$ cat config.mk
export PLATFORM = sky130hd
export DESIGN_NAME = sleep_ctrl
export DESIGN_NICKNAME = d
export VERILOG_FILES = /design/src/core/sleep_pkg.sv /design/src/core/sleep_ctrl.sv
export SDC_FILE = /design/constraint.sdc
export NUM_CORES = 1
export LEC_CHECK = 0
export ABC_AREA = 1
export BUFFER_PORTS_ARGS = -buffer_cell sky130_fd_sc_hd__clkbuf_2
export CORE_MARGIN = 1
export CORE_UTILIZATION = 40
export DETAILED_ROUTE_END_ITERATION = 12
export GPL_ROUTABILITY_DRIVEN = 0
export PLACE_DENSITY_LB_ADDON = 0.1
export SETUP_SLACK_MARGIN = 0.05
export SLEW_MARGIN = 20
export SYNTH_ARGS = -nofsm -noshare
export SYNTH_HDL_FRONTEND = slang
export SYNTH_SLANG_ARGS = --single-unit
$ cat constraint.sdc
create_clock -name clk -period 2.1 [get_ports clk]
set_clock_uncertainty 0.2 [all_clocks]
set_input_delay 0.105 -clock clk [delete_from_list [all_inputs] [get_ports clk]]
set_output_delay 0.105 -clock clk [all_outputs]
set_load 0.01 [all_outputs]
$ cat src/core/sleep_pkg.sv
// Constants, types and the contract list of the sleep and clock gating controller
//
// Contract
// - Sleep happens only when arm bit set and sleep instruction executes.
// - Select 000 Idle: stop core and program-memory clocks, rest runs.
// - Select 001 noise reduction: stop I/O, core, program-memory clocks.
// - Select 010 Power-down: oscillator and all generated clocks stopped.
// - Select 011 Power-save: as Power-down, async timer keeps running.
// - Select 110 with crystal option: Standby, oscillator runs, wake in six cycles.
// - Enabled interrupt wakes; core held four cycles beyond start-up time.
// - Waking leaves register file and RAM contents unchanged.
// - Reset during sleep wakes and starts from the reset vector.
// - Idle and noise reduction start a conversion if converter enabled.
// - Noise reduction wakes only from its listed sources.
// - Power-down wakes only from its listed sources.
// - Outside Idle, external interrupt pins wake only when level sensed.
// - Power-down wake waits the fuse-defined start-up period.
// - Power-save timer wake needs its mask bit and global enable.
// - Power-save stops unused timer oscillator or main clock.
// - Noise reduction and Power-save: timer counts only when asynchronous.
// - Setting a clock stop bit stops that peripheral's clock and access.
// - Clearing the bit restarts the clock, state preserved.
// - Per-peripheral stop acts in Active and Idle only.
// - Control reg: arm bit 0, select bits 3..1, bits 7..4 zero.
// - Stop reg bits: 7 two-wire, 6,5,3 timers, 2 serial, 1 transceiver, 0 converter.
package sleep_pkg;

    localparam int unsigned ARM_BIT        = 0;
    localparam int unsigned SEL_LSB        = 1;
    localparam int unsigned SEL_MSB        = 3;
    localparam logic [7:0]  CTRL_RESET     = 8'h00;
    localparam logic [7:0]  CTRL_MASK      = 8'h0F;
    localparam logic [7:0]  STOP_RESET     = 8'h00;
    localparam logic [7:0]  STOP_MASK      = 8'hEF;

    localparam int unsigned STOP_TWO_WIRE  = 7;
    localparam int unsigned STOP_SLOW_TMR  = 6;
    localparam int unsigned STOP_TIMER_A   = 5;
    localparam int unsigned STOP_TIMER_B   = 3;
    localparam int unsigned STOP_SERIAL    = 2;
    localparam int unsigned STOP_XCVR      = 1;
    localparam int unsigned STOP_CONV      = 0;

    localparam logic [2:0]  SEL_IDLE       = 3'h0;
    localparam logic [2:0]  SEL_NOISE      = 3'h1;
    localparam logic [2:0]  SEL_PDOWN      = 3'h2;
    localparam logic [2:0]  SEL_PSAVE      = 3'h3;
    localparam logic [2:0]  SEL_STANDBY    = 3'h6;

    localparam int unsigned HALT_CYCLES    = 4;
    localparam int unsigned STANDBY_CYCLES = 6;
    localparam int unsigned CNT_W          = 20;

    typedef enum logic [2:0] {
        MODE_IDLE,
        MODE_NOISE,
        MODE_PDOWN,
        MODE_PSAVE,
        MODE_STANDBY
    } sleep_mode_t;

    // Clock domain enables
    typedef struct packed {
        logic cpu;
        logic flash;
        logic io;
        logic adc;
        logic asy;
        logic main_osc;
        logic timer_osc;
    } clk_en_t;

    // Wake request sources
    typedef struct packed {
        logic ext_a;
        logic ext_b;
        logic ext_a_level;
        logic ext_b_level;
        logic pin_change;
        logic two_wire_match;
        logic slow_timer_ovf;
        logic slow_timer_cmp;
        logic store_ready;
        logic conv_done;
        logic watchdog;
        logic other_irq;
    } wake_src_t;

endpackage : sleep_pkg

$ cat src/core/sleep_ctrl.sv
// Sleep mode controller with per-peripheral clock gating
module sleep_ctrl (
    input  wire logic                clk,
    input  wire logic                rst,
    input  wire logic                ctrl_we,
    input  wire logic [7:0]          ctrl_wdata,
    output logic [7:0]               sleep_control_reg,
    input  wire logic                stop_we,
    input  wire logic [7:0]          stop_wdata,
    output logic [7:0]               peripheral_clock_stop_reg,
    input  wire logic                sleep_instr,
    input  wire logic                crystal_option,
    input  wire logic                global_irq_en,
    input  wire logic [1:0]          slow_timer_irq_mask,
    input  wire logic                slow_timer_async,
    input  wire logic                slow_timer_enabled,
    input  wire logic                conv_enabled,
    input  wire sleep_pkg::wake_src_t wake_src,
    input  wire logic [sleep_pkg::CNT_W-1:0] startup_cycles,
    output sleep_pkg::clk_en_t       clk_en,
    output logic [7:0]               periph_clk_en,
    output logic                     slow_timer_run,
    output logic                     conv_start,
    output logic                     sleeping,
    output logic                     core_halt,
    output logic                     wake_pulse
);

    typedef enum logic [1:0] {
        ST_ACTIVE,
        ST_SLEEP,
        ST_STARTUP,
        ST_HALT
    } state_t;

    state_t                    state_r;
    sleep_pkg::sleep_mode_t    mode_r;
    sleep_pkg::sleep_mode_t    mode_nxt;
    logic [sleep_pkg::CNT_W-1:0] cnt_r;
    logic                      wake_req;
    logic [2:0]                sel;
    logic                      ext_lvl;

    assign sel     = sleep_control_reg[sleep_pkg::SEL_MSB:sleep_pkg::SEL_LSB];
    assign ext_lvl = (wake_src.ext_a & wake_src.ext_a_level) | (wake_src.ext_b & wake_src.ext_b_level);

    ////////////////////////////////////////////////////////////////////////////
    // Registers

    // Sleep control register, reserved bits held at zero
    always_ff @(posedge clk or posedge rst) begin
        if (rst) begin
            sleep_control_reg <= sleep_pkg::CTRL_RESET;
        end else if (ctrl_we) begin
            sleep_control_reg <= ctrl_wdata & sleep_pkg::CTRL_MASK;
        end
    end

    // Peripheral clock stop register
    always_ff @(posedge clk or posedge rst) begin
        if (rst) begin
            peripheral_clock_stop_reg <= sleep_pkg::STOP_RESET;
        end else if (stop_we) begin
            peripheral_clock_stop_reg <= stop_wdata & sleep_pkg::STOP_MASK;
        end
    end

    ////////////////////////////////////////////////////////////////////////////
    // Mode decode

    // Map select field to a mode; reserved codes fall back to Idle
    always_comb begin
        case (sel)
            sleep_pkg::SEL_IDLE:    mode_nxt = sleep_pkg::MODE_IDLE;
            sleep_pkg::SEL_NOISE:   mode_nxt = sleep_pkg::MODE_NOISE;
            sleep_pkg::SEL_PDOWN:   mode_nxt = sleep_pkg::MODE_PDOWN;
            sleep_pkg::SEL_PSAVE:   mode_nxt = sleep_pkg::MODE_PSAVE;
            sleep_pkg::SEL_STANDBY: mode_nxt = crystal_option ? sleep_pkg::MODE_STANDBY
                                                              : sleep_pkg::MODE_IDLE;
            default:                mode_nxt = sleep_pkg::MODE_IDLE;
        endcase
    end

    // Wake qualification per mode
    always_comb begin
        case (mode_r)
            sleep_pkg::MODE_IDLE: begin
                wake_req = wake_src.ext_a | wake_src.ext_b | wake_src.pin_change | wake_src.two_wire_match
                         | wake_src.slow_timer_ovf | wake_src.slow_timer_cmp | wake_src.store_ready
                         | wake_src.conv_done | wake_src.watchdog | wake_src.other_irq;
            end
            sleep_pkg::MODE_NOISE: begin
                wake_req = ext_lvl | wake_src.pin_change | wake_src.two_wire_match | wake_src.watchdog
                         | wake_src.store_ready | wake_src.conv_done
                         | (slow_timer_async & (wake_src.slow_timer_ovf | wake_src.slow_timer_cmp));
            end
            sleep_pkg::MODE_PSAVE: begin
                wake_req = ext_lvl | wake_src.pin_change | wake_src.two_wire_match | wake_src.watchdog
                         | (global_irq_en & ((wake_src.slow_timer_ovf & slow_timer_irq_mask[0])
                         | (wake_src.slow_timer_cmp & slow_timer_irq_mask[1])));
            end
            default: begin
                wake_req = ext_lvl | wake_src.pin_change | wake_src.two_wire_match | wake_src.watchdog;
            end
        endcase
    end

    ////////////////////////////////////////////////////////////////////////////
    // Sequencer; reset always returns to active, core restarts at reset vector

    // Sleep entry, wake start-up count and post-wake halt
    always_ff @(posedge clk or posedge rst) begin
        if (rst) begin
            state_r <= ST_ACTIVE;
            mode_r  <= sleep_pkg::MODE_IDLE;
            cnt_r   <= '0;
        end else begin
            case (state_r)
                ST_ACTIVE: begin
                    if (sleep_instr && sleep_control_reg[sleep_pkg::ARM_BIT]) begin
                        state_r <= ST_SLEEP;
                        mode_r  <= mode_nxt;
                    end
                end
                ST_SLEEP: begin
                    if (wake_req) begin
                        state_r <= ST_STARTUP;
                        if (mode_r == sleep_pkg::MODE_STANDBY) begin
                            cnt_r <= sleep_pkg::CNT_W'(sleep_pkg::STANDBY_CYCLES - 1);
                        end else if (mode_r == sleep_pkg::MODE_PDOWN || mode_r == sleep_pkg::MODE_PSAVE) begin
                            cnt_r <= startup_cycles;
                        end else begin
                            cnt_r <= '0;
                        end
                    end
                end
                ST_STARTUP: begin
                    if (cnt_r == '0) begin
                        state_r <= ST_HALT;
                        cnt_r   <= sleep_pkg::CNT_W'(sleep_pkg::HALT_CYCLES - 1);
                    end else begin
                        cnt_r <= cnt_r - 1'b1;
                    end
                end
                ST_HALT: begin
                    if (cnt_r == '0) begin
                        state_r <= ST_ACTIVE;
                    end else begin
                        cnt_r <= cnt_r - 1'b1;
                    end
                end
                default: state_r <= ST_ACTIVE;
            endcase
        end
    end

    // One-cycle wake pulse as the core resumes
    always_ff @(posedge clk or posedge rst) begin
        if (rst) begin
            wake_pulse <= 1'b0;
        end else begin
            wake_pulse <= (state_r == ST_HALT) && (cnt_r == '0);
        end
    end

    // Conversion start on entry to Idle or noise reduction
    always_ff @(posedge clk or posedge rst) begin
        if (rst) begin
            conv_start <= 1'b0;
        end else begin
            conv_start <= (state_r == ST_ACTIVE) && sleep_instr && sleep_control_reg[sleep_pkg::ARM_BIT]
                        && conv_enabled && (mode_nxt == sleep_pkg::MODE_IDLE
                        || mode_nxt == sleep_pkg::MODE_NOISE);
        end
    end

    ////////////////////////////////////////////////////////////////////////////
    // Clock gating; gating only stops clocks, so storage keeps its contents

    logic asleep;
    assign asleep    = (state_r == ST_SLEEP) || (state_r == ST_STARTUP);
    assign sleeping  = asleep;
    assign core_halt = (state_r != ST_ACTIVE);

    // Domain enables per mode
    always_comb begin
        clk_en = '1;
        slow_timer_run = slow_timer_enabled;
        if (asleep) begin
            case (mode_r)
                sleep_pkg::MODE_IDLE: begin
                    clk_en.cpu   = 1'b0;
                    clk_en.flash = 1'b0;
                end
                sleep_pkg::MODE_NOISE: begin
                    clk_en.cpu   = 1'b0;
                    clk_en.flash = 1'b0;
                    clk_en.io    = 1'b0;
                    clk_en.timer_osc = slow_timer_async;
                    slow_timer_run = slow_timer_enabled & slow_timer_async;
                end
                sleep_pkg::MODE_PSAVE: begin
                    clk_en = '0;
                    clk_en.asy       = slow_timer_enabled & slow_timer_async;
                    clk_en.timer_osc = slow_timer_enabled & slow_timer_async;
                    clk_en.main_osc  = slow_timer_enabled & ~slow_timer_async;
                    slow_timer_run   = slow_timer_enabled & slow_timer_async;
                end
                sleep_pkg::MODE_STANDBY: begin
                    clk_en = '0;
                    clk_en.main_osc = 1'b1;
                    slow_timer_run  = 1'b0;
                end
                default: begin
                    clk_en = '0;
                    slow_timer_run = 1'b0;
                end
            endcase
        end
    end

    // Per-peripheral enables, effective in Active and Idle only
    genvar g;
    generate
        for (g = 0; g < 8; g++) begin : g_periph
            assign periph_clk_en[g] = sleep_pkg::STOP_MASK[g] & ~peripheral_clock_stop_reg[g]
                                    & (~asleep | (mode_r == sleep_pkg::MODE_IDLE));
        end
    endgenerate

endmodule : sleep_ctrl

==> results.tsv <==
stage	metric	value	unit
run_status	status	finished, violations left	
run_status	failed_checks	design-rule violations	
yosys	ys_top_cells_by_count	nand2_1 (184), nor2_1 (58), inv_1 (40)	
run	drv_cap	0	
setup_path	worstSetupPathType	in2reg	
yosys	ys_top_cells_by_area	dfrtp_1 (35%), nand2_1 (26%), nor2_1 (8.1%)	
timing	setup_violations	0	
yosys	synth_top_area_cell	dfrtp_1	
setup_path	reg2reg_depth	7	
pwr	p_leak	2.22	nW
drt	routedWlPerCell	11.8	microns
yosys	yosysWarnings	0	
yosys	ys_types	27	
drt	ant_nets	0	
drt	drc	4	
pwr	vdd_ir_drop_max	0.00104	V
die	initial_core_util	0.418	
timing	timing.final.ws_setup	126	ps
layout	final_cells	631	
yosys	synth_edf_count	0	
global_route	grt_pass1_wl	12200	microns
min_path	hold_class	in2reg	
die	die-area	7040	sq um
place	dpl_cell_area	3210	sq um
setup_path	critical-path-max-stage-delay	550	ps
drt	drt-initial-drc-count	157	
clock_network	clk-insertion-delay-late	310	ps
setup_path	crit_family	buffers and inverters	
min_path	hold_start	stop_we	
pwr	p_int	0.00270	W
setup_path	endpoint_kind	flip-flop	
layout	ff_latch_area	951	sq um
clock_network	numCtsBuffers	5	
die	die_w	83.9	microns
drt	wirelength	7430	microns
global_route	antenna_found_initial	0	
timing	slew_viol_final	0	
layout	multi_input_area	1520	sq um
pwr	p_comb_frac	0.658	
pwr	swShare	0.481	
timing	max_freq	507	MHz
clock_network	cts.sinks	38	
timing	rsz0062_at_grt	true	
die	die_h	83.9	microns
yosys	synth.yosys.seq_area_share	0.354	
clock_network	cts_root_buffer	clkbuf_8	
place	place_inst	574	
pwr	power_frac_clock	0.125	
setup_path	worstPathMaxFanout	1	
min_path	hold_depth	2	
die	core_area	6420	sq um
yosys	async_reset_ff_frac	1.00	
global_route	grt_max_degree	39	
yosys	syn-mean-instance-area	6.51	sq um
place	portBuffers	84	
timing	period_needed	1970	ps
global_route	grt_use_total	0.214	
drt	viasPerCell	4.73	
layout	design_area	3860	sq um
clock_network	clk_pin_slew	80	ps
layout	antenna_cells	0	
die	pin_count	96	
yosys	ys_ff_latch	38	
layout	largest_reg_flops	20	
die	std_cell_rows	29	
pwr	power_frac_seq	0.217	
layout	areaGrowthSynthToFinish	44.0	%
pwr	p_sw	0.00251	W
setup_path	cp_cell_sequence	dlygate4sd3_1, clkbuf_2, nand2_1, dlygate4sd3_1, o21ai_0, dlygate4sd3_1	
yosys	synth_top_cell_area_share	0.354	
timing	holdWs	4.72	ps
layout	nFillCells	610	
clock_network	cts_max_path_buffers	2	
global_route	grt_pass1_vias	2822	
yosys	synth_flop_cell	dfrtp_1	
setup_path	cp-start-kind	input port	
clock_network	cts_tree	built	
drt	dr.pass1.iters	9	
timing	finalCritPeriodShare	0.940	
timing	hold_viol	0	
place	dp_hpwl	4930	microns
setup_path	crit_buf_inv	4	
setup_path	reg2reg_from	state_r[1]	
layout	final_nets	619	
layout	drive_gt1_frac	0.247	
place	place_ws	-34.4	ps
setup_path	required	2080	ps
setup_path	crit_start	ctrl_wdata[1]	
pwr	p_per_area	1350	nW/um^2
yosys	syn_inst	412	
yosys	yosysMostFrequentCell	nand2_1	
clock_network	h-tree-depth	2	
setup_path	cp_slowest_cell	dlygate4sd3_1	
setup_path	worstPathArrival	1950	ps
yosys	synth_area	2680	sq um
global_route	grt_overflow	0	
setup_path	critical_path_depth	6	
setup_path	cp_common_cell	dlygate4sd3_1	
drt	vias	2987	
==> stage by stage <==
stage	utilization	power [W]	setup TNS [ps]
6_report	0.601	0.00521	0
5_1_grt	0.601	0.00571	0
4_1_cts	0.584	0.00492	0
3_5_place_dp	0.500	0.00419	-34.4
3_3_place_gp	0.500	0.00414	0
2_1_floorplan	-	0.00327	0
==> per-layer routing <==
| metal | wire length (microns) | up-vias | GRT usage |
|---|---|---|---|
| li1 | - | 1527 | - |
| met1 | 3280 | 1358 | 0.252 |
| met2 | 3660 | 93 | 0.395 |
| met3 | 413 | 9 | 0.0415 |
| met4 | 77 | 0 | 0.0596 |
| met5 | 0 | - | 0 |
==> cells by family (layout without fill, tap and decap cells) <==
logic type	Yosys count	after routing	synth area share
buf+inv	55	192	0.0965
compound gates	17	17	0.0378
simple gates	275	275	0.408
fa+ha+maj	6	6	0.0280
xor+xnor	11	11	0.0359
flops	38	38	0.354
mux	9	9	0.0378
other cells	1	6	0.00140
==> cell type report <==
cell class	count	share of cell area
tap	77	0.0249
clock buffer	5	0.0178
clock inverter	3	0.0117
sequential	38	0.246
inverter	41	0.0402
multi-input combinational	324	0.393
timing repair buffer	143	0.266
==> power groups by stage <==
stage	clock network (W)	logic (W)	registers, W
final	0.000649	0.00343	0.00113
after global routing	0.000690	0.00387	0.00116
after CTS	0.000659	0.00312	0.00113
after detailed placement	0	0.00304	0.00115
after global placement	0	0.00300	0.00114
after floorplan	0	0.00217	0.00110
==> worst paths after layout <==
path | endpoint | slack (ps)
worst max register to register | conv_start | 160
max in group asynchronous | conv_start | 1090
worst min-delay path | peripheral_clock_stop_reg[5] | 5
worst max-delay path | sleep_control_reg[1] | 130
worst min register to register | cnt_r[18] | 310
min in group asynchronous | cnt_r[17] | 250
==> cells in the final DEF (no fill, tap or decap), types with 7 or more instances in the layout <==
master	synthesis	routed
nand2_1	184	184
clkbuf_2	0	84
nor2_1	58	55
dlygate4sd3_1	0	42
dfrtp_1	38	38
inv_1	40	36
nand3_1	19	18
buf_4	7	13
mux2_2	9	9
nor2_2	4	7
xor2_1	7	7
==> what timing repair did <==
action                                 CTS  global route
pin swaps                                0             3
endpoints found under the hold margin   71             0
setup endpoints to repair                1            32
gates cloned                             0             2
buffers inserted                         0             5
hold buffers                            42             0
gates resized for setup                  1            13
(Power assumes the default switching activity.)
